### config.mk
export PLATFORM = sky130hd
export DESIGN_NAME = dtc_timer_pair
export DESIGN_NICKNAME = d
export VERILOG_FILES = /design/src/rtl/dtc_pkg.sv /design/src/rtl/dtc_timer_pair.sv
export VERILOG_INCLUDE_DIRS = /design/src /design/src/rtl
export SDC_FILE = /design/constraint.sdc
export NUM_CORES = 1
export LEC_CHECK = 0
export BUFFER_PORTS_ARGS = -buffer_cell sky130_fd_sc_hd__clkbuf_2
export CAP_MARGIN = 25
export CORE_ASPECT_RATIO = 1.2
export CORE_MARGIN = 2
export CORE_UTILIZATION = 49
export DETAILED_ROUTE_END_ITERATION = 6
export GPL_TIMING_DRIVEN = 0
export PLACE_DENSITY = 0.77
export SETUP_SLACK_MARGIN = 0.1
export SKIP_LAST_GASP = 1
export SYNTH_ARGS = -nofsm -noshare
export SYNTH_HDL_FRONTEND = slang
export SYNTH_SLANG_ARGS = --single-unit
### constraint.sdc
create_clock -name clk_sys -period 1.9 [get_ports clk_sys]
set_clock_uncertainty 0.05 [all_clocks]
set_input_delay 0.38 -clock clk_sys [delete_from_list [all_inputs] [get_ports clk_sys]]
set_output_delay 0.38 -clock clk_sys [all_outputs]
set_load 0.01 [all_outputs]
### src/rtl/dtc_params.svh
// register indices, field positions, reset values and timing counts of the timer pair
`ifndef DTC_PARAMS_SVH
`define DTC_PARAMS_SVH

// register indices; byte address is four times the index
`define DTC_IDX_CTRL 8'h88
`define DTC_IDX_MODE 8'h89
`define DTC_IDX_CNT0_LO 8'h8A
`define DTC_IDX_CNT1_LO 8'h8B
`define DTC_IDX_CNT0_HI 8'h8C
`define DTC_IDX_CNT1_HI 8'h8D

`define DTC_RST_CTRL 8'h00
`define DTC_RST_MODE 8'h00

// control register fields
`define DTC_OVF1_BIT 7
`define DTC_RUN1_BIT 6
`define DTC_OVF0_BIT 5
`define DTC_RUN0_BIT 4
`define DTC_IRQF1_BIT 3
`define DTC_ITYP1_BIT 2
`define DTC_IRQF0_BIT 1
`define DTC_ITYP0_BIT 0

// mode register fields
`define DTC_CFG1_MSB 7
`define DTC_CFG1_LSB 4
`define DTC_CFG0_MSB 3
`define DTC_CFG0_LSB 0

// machine cycle length in oscillator periods; clk_sys is the oscillator
`define DTC_MCYCLE_OSC 6
`define DTC_MCYCLE_CLKS (`DTC_MCYCLE_OSC)

`endif

### src/rtl/dtc_pkg.sv
// types shared by the timer pair
package dtc_pkg;

  typedef enum logic [1:0] {
    DTC_MODE_13B = 2'b00,
    DTC_MODE_16B = 2'b01,
    DTC_MODE_RELOAD = 2'b10,
    DTC_MODE_SPLIT = 2'b11
  } dtc_mode_e;

  // one nibble of the mode register
  typedef struct packed {
    logic gate;
    logic func;
    dtc_mode_e mode;
  } dtc_cfg_s;

  // pins as seen after synchronisation, bit order fixed by this struct
  typedef struct packed {
    logic ext_irq_one_pin;
    logic ext_irq_zero_pin;
    logic count_input_one_pin;
    logic count_input_zero_pin;
  } dtc_pins_s;

endpackage

### src/rtl/dtc_timer_pair.sv
// dual 16-bit timer/counter with ahb-lite register slave
// Function
// timer function counts once per machine cycle of six oscillator periods.
// counter function samples the count pin each machine cycle, counts falling edges.
// edge is high sample then low sample; count shows the following machine cycle.
// edge recognition spans two machine cycles, so max rate is oscillator/12.
// outside source holds each count pin level at least one machine cycle.
// mode register resets to zero; fields gate, function, mode per timer.
// with gate set, count only while irq pin high and run set.
// function bit clear counts machine cycles, set counts count-pin edges.
// mode 0 is a 5-bit prescaler in low byte feeding the high byte.
// mode 1 cascades low and high bytes as one 16-bit counter.
// mode 2 counts low byte, reloads it from high byte on overflow.
// timer 0 mode 3 splits into low counter and high timer on timer 1 bits.
// timer 1 in mode 3 stops and holds its count.
// control register resets to zero; overflow, run, irq flag and type bits.
// overflow flag set by hardware, cleared by vector acknowledge or software.
// run bits are written only by software and switch counting.
// external irq flag set on chosen edge or low level, cleared on service.
// irq type bit selects falling edge or low level trigger.
// rollover from all ones to zero sets the overflow flag.
// setting run leaves the count unchanged.
// split high byte uses timer 1 run bit and sets timer 1 overflow flag.
// count bytes are software readable and writable, a write loads directly.
//
// Added by the designer: register access over AHB-Lite.
`timescale 1ns/10ps
`include "dtc_params.svh"

module dtc_timer_pair
(
  input wire logic clk_sys,
  input wire logic resetn,
  input wire logic hsel,
  input wire logic [31:0] haddr,
  input wire logic [1:0] htrans,
  input wire logic hwrite,
  input wire logic [2:0] hsize,
  input wire logic [31:0] hwdata,
  input wire logic hready,
  output logic hreadyout,
  output logic hresp,
  output logic [31:0] hrdata,
  input wire logic count_input_zero_pin,
  input wire logic count_input_one_pin,
  input wire logic ext_irq_zero_pin,
  input wire logic ext_irq_one_pin,
  input wire logic ack_timer_zero,
  input wire logic ack_timer_one,
  input wire logic ack_ext_irq_zero,
  input wire logic ack_ext_irq_one,
  output logic timer_zero_overflow_flag,
  output logic timer_one_overflow_flag,
  output logic ext_irq_zero_flag,
  output logic ext_irq_one_flag
);

  localparam logic [2:0] MC_LAST = 3'(`DTC_MCYCLE_CLKS - 1);

  logic [2:0] mc_cnt_r;
  logic mc_tick;
  dtc_pkg::dtc_pins_s sync1_r;
  dtc_pkg::dtc_pins_s sync2_r;
  dtc_pkg::dtc_pins_s samp_r;
  dtc_pkg::dtc_pins_s prev_r;
  dtc_pkg::dtc_pins_s fall;
  logic [7:0] mode_cfg_r;
  logic [7:0] ctrl_r;
  logic [7:0] ctrl_nxt;
  logic [7:0] cnt0_lo_r;
  logic [7:0] cnt0_hi_r;
  logic [7:0] cnt1_lo_r;
  logic [7:0] cnt1_hi_r;
  dtc_pkg::dtc_cfg_s cfg0;
  dtc_pkg::dtc_cfg_s cfg1;
  logic split0;
  logic en0;
  logic en1;
  logic step0;
  logic step1;
  logic step0_hi;
  logic [16:0] res0;
  logic [16:0] res1;
  logic ovf0_set;
  logic ovf1_set;
  logic irq0_set;
  logic irq1_set;
  logic [7:0] set_vec;
  logic [7:0] clr_vec;
  logic wr_pend_r;
  logic rd_pend_r;
  logic hit_r;
  logic [7:0] idx_r;
  logic [31:0] hrdata_r;
  logic accept;
  logic wr_act;
  logic wr_ctrl;
  logic [7:0] rd_mux;

  // one increment of a timer in modes 0..2; split mode steps the low byte alone
  function automatic logic [16:0] step_count(
    input dtc_pkg::dtc_mode_e m,
    input logic [7:0] lo,
    input logic [7:0] hi
  );
    logic [16:0] res;
    logic [5:0] pre;
    begin
      res = {1'b0, hi, lo};
      pre = {1'b0, lo[4:0]} + 6'h01;
      unique case (m)
        dtc_pkg::DTC_MODE_13B:
        begin
          // upper three bits of the low byte are left alone
          res = {pre[5] & (hi == 8'hFF), pre[5] ? 8'(hi + 8'h01) : hi, lo[7:5], pre[4:0]};
        end
        dtc_pkg::DTC_MODE_16B:
        begin
          res = {1'b0, hi, lo} + 17'h00001;
        end
        dtc_pkg::DTC_MODE_RELOAD:
        begin
          res = {lo == 8'hFF, hi, (lo == 8'hFF) ? hi : 8'(lo + 8'h01)};
        end
        dtc_pkg::DTC_MODE_SPLIT:
        begin
          res = {lo == 8'hFF, hi, 8'(lo + 8'h01)};
        end
      endcase
      return res;
    end
  endfunction

  // machine cycle divider
  always_ff @(posedge clk_sys or negedge resetn)
  begin
    if (!resetn)
      mc_cnt_r <= 3'h0;
    else if (mc_tick)
      mc_cnt_r <= 3'h0;
    else
      mc_cnt_r <= mc_cnt_r + 3'h1;
  end

  assign mc_tick = (mc_cnt_r == MC_LAST);

  // pins come from outside; two flops before anything looks at them
  always_ff @(posedge clk_sys or negedge resetn)
  begin
    if (!resetn)
    begin
      sync1_r <= 4'hF;
      sync2_r <= 4'hF;
    end
    else
    begin
      sync1_r <= {ext_irq_one_pin, ext_irq_zero_pin, count_input_one_pin, count_input_zero_pin};
      sync2_r <= sync1_r;
    end
  end

  // one sample per machine cycle; reset high so no edge is invented at start
  always_ff @(posedge clk_sys or negedge resetn)
  begin
    if (!resetn)
    begin
      samp_r <= 4'hF;
      prev_r <= 4'hF;
    end
    else if (mc_tick)
    begin
      samp_r <= sync2_r;
      prev_r <= samp_r;
    end
  end

  // an edge seen between two samples is counted at the next machine cycle
  assign fall = prev_r & ~samp_r;

  assign cfg0 = dtc_pkg::dtc_cfg_s'(mode_cfg_r[`DTC_CFG0_MSB:`DTC_CFG0_LSB]);
  assign cfg1 = dtc_pkg::dtc_cfg_s'(mode_cfg_r[`DTC_CFG1_MSB:`DTC_CFG1_LSB]);
  assign split0 = (cfg0.mode == dtc_pkg::DTC_MODE_SPLIT);

  // gate from the irq pin only matters when the gate bit is set
  assign en0 = ctrl_r[`DTC_RUN0_BIT] & (~cfg0.gate | samp_r.ext_irq_zero_pin);
  assign en1 = ctrl_r[`DTC_RUN1_BIT] & (~cfg1.gate | samp_r.ext_irq_one_pin);
  // source is the machine cycle or a recognised count-pin edge
  assign step0 = mc_tick & en0 & (~cfg0.func | fall.count_input_zero_pin);
  assign step1 = mc_tick & en1 & (~cfg1.func | fall.count_input_one_pin)
    & (cfg1.mode != dtc_pkg::DTC_MODE_SPLIT);
  // split high byte is a plain timer on timer 1 run, no gate
  assign step0_hi = mc_tick & split0 & ctrl_r[`DTC_RUN1_BIT];

  assign res0 = step_count(cfg0.mode, cnt0_lo_r, cnt0_hi_r);
  assign res1 = step_count(cfg1.mode, cnt1_lo_r, cnt1_hi_r);

  assign ovf0_set = step0 & res0[16];
  // while split, timer 1 overflow no longer reaches its flag
  assign ovf1_set = split0 ? (step0_hi & (cnt0_hi_r == 8'hFF)) : (step1 & res1[16]);
  assign irq0_set = mc_tick & (ctrl_r[`DTC_ITYP0_BIT] ? fall.ext_irq_zero_pin
    : ~samp_r.ext_irq_zero_pin);
  assign irq1_set = mc_tick & (ctrl_r[`DTC_ITYP1_BIT] ? fall.ext_irq_one_pin
    : ~samp_r.ext_irq_one_pin);

  // ahb-lite slave: writes zero wait, reads one wait state so hrdata is a flop
  assign accept = hsel & htrans[1] & hready;
  assign wr_act = wr_pend_r & hit_r;
  assign wr_ctrl = wr_act & (idx_r == `DTC_IDX_CTRL);

  always_ff @(posedge clk_sys or negedge resetn)
  begin
    if (!resetn)
    begin
      wr_pend_r <= 1'b0;
      rd_pend_r <= 1'b0;
      hit_r <= 1'b0;
      idx_r <= 8'h00;
    end
    else
    begin
      wr_pend_r <= accept & hwrite;
      rd_pend_r <= accept & ~hwrite;
      if (accept)
      begin
        hit_r <= (haddr[31:10] == 22'h000000) && (haddr[1:0] == 2'h0);
        idx_r <= haddr[9:2];
      end
    end
  end

  always_comb
  begin
    rd_mux = 8'h00;
    if (hit_r)
    begin
      unique case (idx_r)
        `DTC_IDX_CTRL: rd_mux = ctrl_r;
        `DTC_IDX_MODE: rd_mux = mode_cfg_r;
        `DTC_IDX_CNT0_LO: rd_mux = cnt0_lo_r;
        `DTC_IDX_CNT0_HI: rd_mux = cnt0_hi_r;
        `DTC_IDX_CNT1_LO: rd_mux = cnt1_lo_r;
        `DTC_IDX_CNT1_HI: rd_mux = cnt1_hi_r;
        default: rd_mux = 8'h00;
      endcase
    end
  end

  always_ff @(posedge clk_sys or negedge resetn)
  begin
    if (!resetn)
      hrdata_r <= 32'h00000000;
    else if (rd_pend_r)
      hrdata_r <= {24'h000000, rd_mux};
  end

  assign hreadyout = ~rd_pend_r;
  assign hresp = 1'b0;
  assign hrdata = hrdata_r;

  // mode register
  always_ff @(posedge clk_sys or negedge resetn)
  begin
    if (!resetn)
      mode_cfg_r <= `DTC_RST_MODE;
    else if (wr_act && (idx_r == `DTC_IDX_MODE))
      mode_cfg_r <= hwdata[7:0];
  end

  // hardware sets win over software writes and acknowledges in the same cycle
  assign set_vec = {ovf1_set, 1'b0, ovf0_set, 1'b0, irq1_set, 1'b0, irq0_set, 1'b0};
  assign clr_vec = {ack_timer_one, 1'b0, ack_timer_zero, 1'b0,
    ack_ext_irq_one, 1'b0, ack_ext_irq_zero, 1'b0};
  assign ctrl_nxt = ((wr_ctrl ? hwdata[7:0] : ctrl_r) & ~clr_vec) | set_vec;

  always_ff @(posedge clk_sys or negedge resetn)
  begin
    if (!resetn)
      ctrl_r <= `DTC_RST_CTRL;
    else
      ctrl_r <= ctrl_nxt;
  end

  assign timer_zero_overflow_flag = ctrl_r[`DTC_OVF0_BIT];
  assign timer_one_overflow_flag = ctrl_r[`DTC_OVF1_BIT];
  assign ext_irq_zero_flag = ctrl_r[`DTC_IRQF0_BIT];
  assign ext_irq_one_flag = ctrl_r[`DTC_IRQF1_BIT];

  // timer 0 count bytes; a software write beats a count in the same cycle
  always_ff @(posedge clk_sys or negedge resetn)
  begin
    if (!resetn)
    begin
      cnt0_lo_r <= 8'h00;
      cnt0_hi_r <= 8'h00;
    end
    else
    begin
      if (wr_act && (idx_r == `DTC_IDX_CNT0_LO))
        cnt0_lo_r <= hwdata[7:0];
      else if (step0)
        cnt0_lo_r <= res0[7:0];
      if (wr_act && (idx_r == `DTC_IDX_CNT0_HI))
        cnt0_hi_r <= hwdata[7:0];
      else if (step0_hi)
        cnt0_hi_r <= cnt0_hi_r + 8'h01;
      else if (step0 && !split0)
        cnt0_hi_r <= res0[15:8];
    end
  end

  // timer 1 count bytes; run changes never touch them
  always_ff @(posedge clk_sys or negedge resetn)
  begin
    if (!resetn)
    begin
      cnt1_lo_r <= 8'h00;
      cnt1_hi_r <= 8'h00;
    end
    else
    begin
      if (wr_act && (idx_r == `DTC_IDX_CNT1_LO))
        cnt1_lo_r <= hwdata[7:0];
      else if (step1)
        cnt1_lo_r <= res1[7:0];
      if (wr_act && (idx_r == `DTC_IDX_CNT1_HI))
        cnt1_hi_r <= hwdata[7:0];
      else if (step1)
        cnt1_hi_r <= res1[15:8];
    end
  end
endmodule // dtc_timer_pair

==> results.md <==
* Static leakage at 3.130 nW
* Seq cells post-synth at 86
* Largest net degree at the start of global routing at 65
* CP max stage cell: or3_4
* Minimum clock period at 1.991 ns
* Most frequent cell after synthesis: dfrtp_1
* Type of origin of the critical path: flop
* Sw Ratio at 0.3270
* Die height at 116.5 um
* Total GRT Usage at 0.2737
* Worst Path Required at 2.09 ns
* Most frequent cells after synthesis: dfrtp_1 (70), nand2_1 (46), nor2_1 (39), mux2_2 (31), buf_4 (28)
* Synth Area in Adders at 0.009681
* Post-synth EDFFs at 0
* CP cell instances: or3_4 -> nor3_4 -> buf_4 -> and3_4 -> buf_8 -> mux2_4
* Drt wl/cell at 21.63 um
* Failing checks: negative setup slack
* Synth Area in Compound Gates at 0.1837
* Power density of the placed cells at 737.1 mW/mm^2
* Switching power at 1.728 mW
* DP Worst Slack at -0.2540 ns
* Cell Int Power at 3.556 mW
* CP arrival at 2.18 ns
* Clock share of power at 0.353
* Combinational share of power at 0.225
* Via count at 5091
* Flop pwr share at 0.421
* Xor/xnor share of the synthesized area at 0.02033
* RSZ-0062 raised after global routing: yes
* Crit Path Class: flop to flop
* Max Cap Viol at 0
* Initial Util at 0.4965
* Post-route DRC violation count at 0
* Crit-path max FO at 5
* Netlist Area Pre-Place at 0.005170 mm^2
* Post-Route WL at 17520 um
* Layout area overhead at 38.65%
* IO buf count at 66
* FFs w/ async S/R, synth at 1.000
* Fin worst setup slack at -0.09097 ns
* Slew Limit Fails at 0
* Io pins at 120
* Setup violations, final at 26
* FMAX at 0.5023 GHz
* Core area at 0.01041 mm^2
* Rows at 41
* TritonCTS clock tree: done
* Final Hold Fails at 0
* GPL Wtd Cong at 0.9590
* Reg clk slew, reported paths at 0.07 ns
* Global-route wire length before repair at 24030 um
* CP Capture Type: flop
* Die Wd at 97.77 um
* Max IR drop VDD at 0.6729 mV
* Final setup TNS at -0.9446 ns
* TritonCTS buffer count at 9
* Clock H-tree levels at 3
* Worst Hold Class: input pin to flop
* Share of layout cells above drive strength 1 at 0.4860
* Total gr overflow at 0
* Ant diodes at 0
* Mux share of post-synthesis cell area at 0.1159
* Ranking of synthesized cells by area: dfrtp_1 (34%), dfstp_2 (8.1%), mux2_2 (6.8%), buf_4 (4.1%), nand2_1 (3.3%)
* Detailed placement HPWL at 10520 um
* Seq/Total Area, Yosys at 0.4201
* CP peak stage delay at 0.44 ns
* Post-Syn Area per Cell at 9.904 um^2
* Pre-antenna DRT Iters at 5
* Main flop type after synthesis: dfrtp_1
* Vias per cell at 6.285
* Final ANT Viol Nets at 0
* Slew HR at 0.6614
* Slew at the pin closest to its max-slew limit at 0.5079 ns
* Clock Sinks at 86
* Yosys top cell area share at 0.3388
* Synth Area in Simple Gates at 0.1864
* Initial antenna violation count at 0
* Max Root-Sink Buffers at 2
* DRT iter0 DRCs at 636
* Yosys cell types at 69
* Yosys warns at 0
* Vias in the first global route at 4571
* Layout net count at 762
* Status: finished with violations
* Dominant cell type by area after synthesis: dfrtp_1
* Mapped Cells at 522
* Largest family of logic cells by synthesized area: simple AND/OR/NAND/NOR gates
* Die area at 0.01139 mm^2
* CTS Root Cell: clkbuf_16
* Clock latency on the worst-skew pair at 0.35 ns
* Tcrit/Tclk final at 1.048
layout make-up:
type,count,area [um^2]
Buffer,48,385.4
Tap cell,129,161.4
Clock buffer,9,225.2
Inverter,8,30.03
Clock inverter,7,86.33
Fill cell,696,3246
Sequential cell,86,2188
Timing Repair Buffer,119,813.3
Multi-Input combinational cell,404,3278
critical path, delay by kind of cell, from the launching register on:
| family | cells | cell delay [ns] |
|---|---|---|
| multiplexers | 1 | 0.31 |
| buffers and inverters | 2 | 0.30 |
| AND/OR/NAND/NOR | 3 | 0.84 |
| flip-flops | 1 | 0.38 |
through the flow:
step                      area (um^2)    util  hold WS, ns  total power, mW  cells
final                            7168  0.6883      0.05669            5.283    810
after CTS                        6623  0.6359      0.04896            5.059    789
after global routing             7168  0.6883      0.04166            5.459    810
after floorplan                  5260       -      0.03441            2.781    546
after global placement           5752  0.5523       0.2971            3.084    741
after detailed placement         5782  0.5552       0.2910            3.127    742
path summary, 6_finish.rpt:
check,start,slack [ns],endpoint,cells past startpoint
worst max-delay path,idx_r[5],-0.09,mode_cfg_r[5],6
worst min-delay path,count_input_one_pin,0.06,sync1_r[1],1
worst max register to register,idx_r[5],-0.09,mode_cfg_r[5],6
worst min register to register,sync1_r[1],0.31,sync2_r[1],0
max in group asynchronous,resetn,0.66,sync2_r[1],3
min in group asynchronous,resetn,0.46,cnt0_hi_r[1],2
registers in the layout, indices dropped and copies added (netlist names), 8 cells and up:
| signal | count |
|---|---|
| mode_cfg_r | 8 |
| ctrl_r | 8 |
| hrdata | 8 |
| idx_r | 8 |
| cnt1_lo_r | 8 |
| cnt1_hi_r | 8 |
| cnt0_hi_r | 8 |
| cnt0_lo_r | 8 |
power by group through the flow:
stage | sequential, mW | combinational (mW) | clock (mW)
floorplan | 2.13 | 0.654 | 0
global placement | 2.21 | 0.875 | 0
global route | 2.23 | 1.27 | 1.95
finish | 2.23 | 1.19 | 1.87
detailed placement | 2.21 | 0.914 | 0
CTS | 2.18 | 1.00 | 1.88
cells in the final DEF, fill, tap and decap left out, types with 5 or more instances in the layout:
master	netlist	final
nand2_1	46	35
clkbuf_2	0	67
nand3_1	22	18
buf_4	28	64
clkbuf_16	0	9
nor4_1	6	6
inv_1	7	7
a21o_1	7	7
dfrtp_2	0	13
buf_6	0	20
nand4_1	10	10
nor3_2	1	5
mux2_4	0	11
a21oi_1	22	17
nor3_1	13	6
a22o_1	7	7
a211oi_2	0	5
dfstp_2	16	16
o21ai_0	24	12
nor2_1	39	30
dfrtp_1	70	57
o21ai_1	5	13
o2bb2ai_1	10	10
nor2b_1	8	8
nor2_4	1	8
xor2_1	10	9
and4_1	5	5
and3_1	6	5
conb_1	1	25
mux2_2	31	20
nand2_2	0	10
mux2i_1	16	13
repair_timing:
action / in CTS / in global routing
pin swaps: 23 / 39
gates resized for setup: 82 / 105
cloned: 4 / 2
buffers inserted: 26 / 19
endpoints found under the setup margin: 52 / 56
hold buffers: 1 / 0
hold endpoints to repair: 22 / 0
layer usage:
metal  wire length [um]  up-vias  part of all wire  track usage
li1                   -     2196                 -            -
met5                  0        -                 0            0
met1               6245     2396              0.36       0.3336
met2               8368      377              0.48       0.4538
met4               1380        0             0.079       0.1917
met3               1522      122             0.087      0.03770
logic make-up after synthesis:
family	after synthesis
xor gates and xnor gates	12
AOI/OAI and AO/OA	131
other	1
buffers and inverters	56
adders and majority gates	4
muxes	51
DFF	86
and+or+nand+nor	181
(Power assumes the default switching activity.)
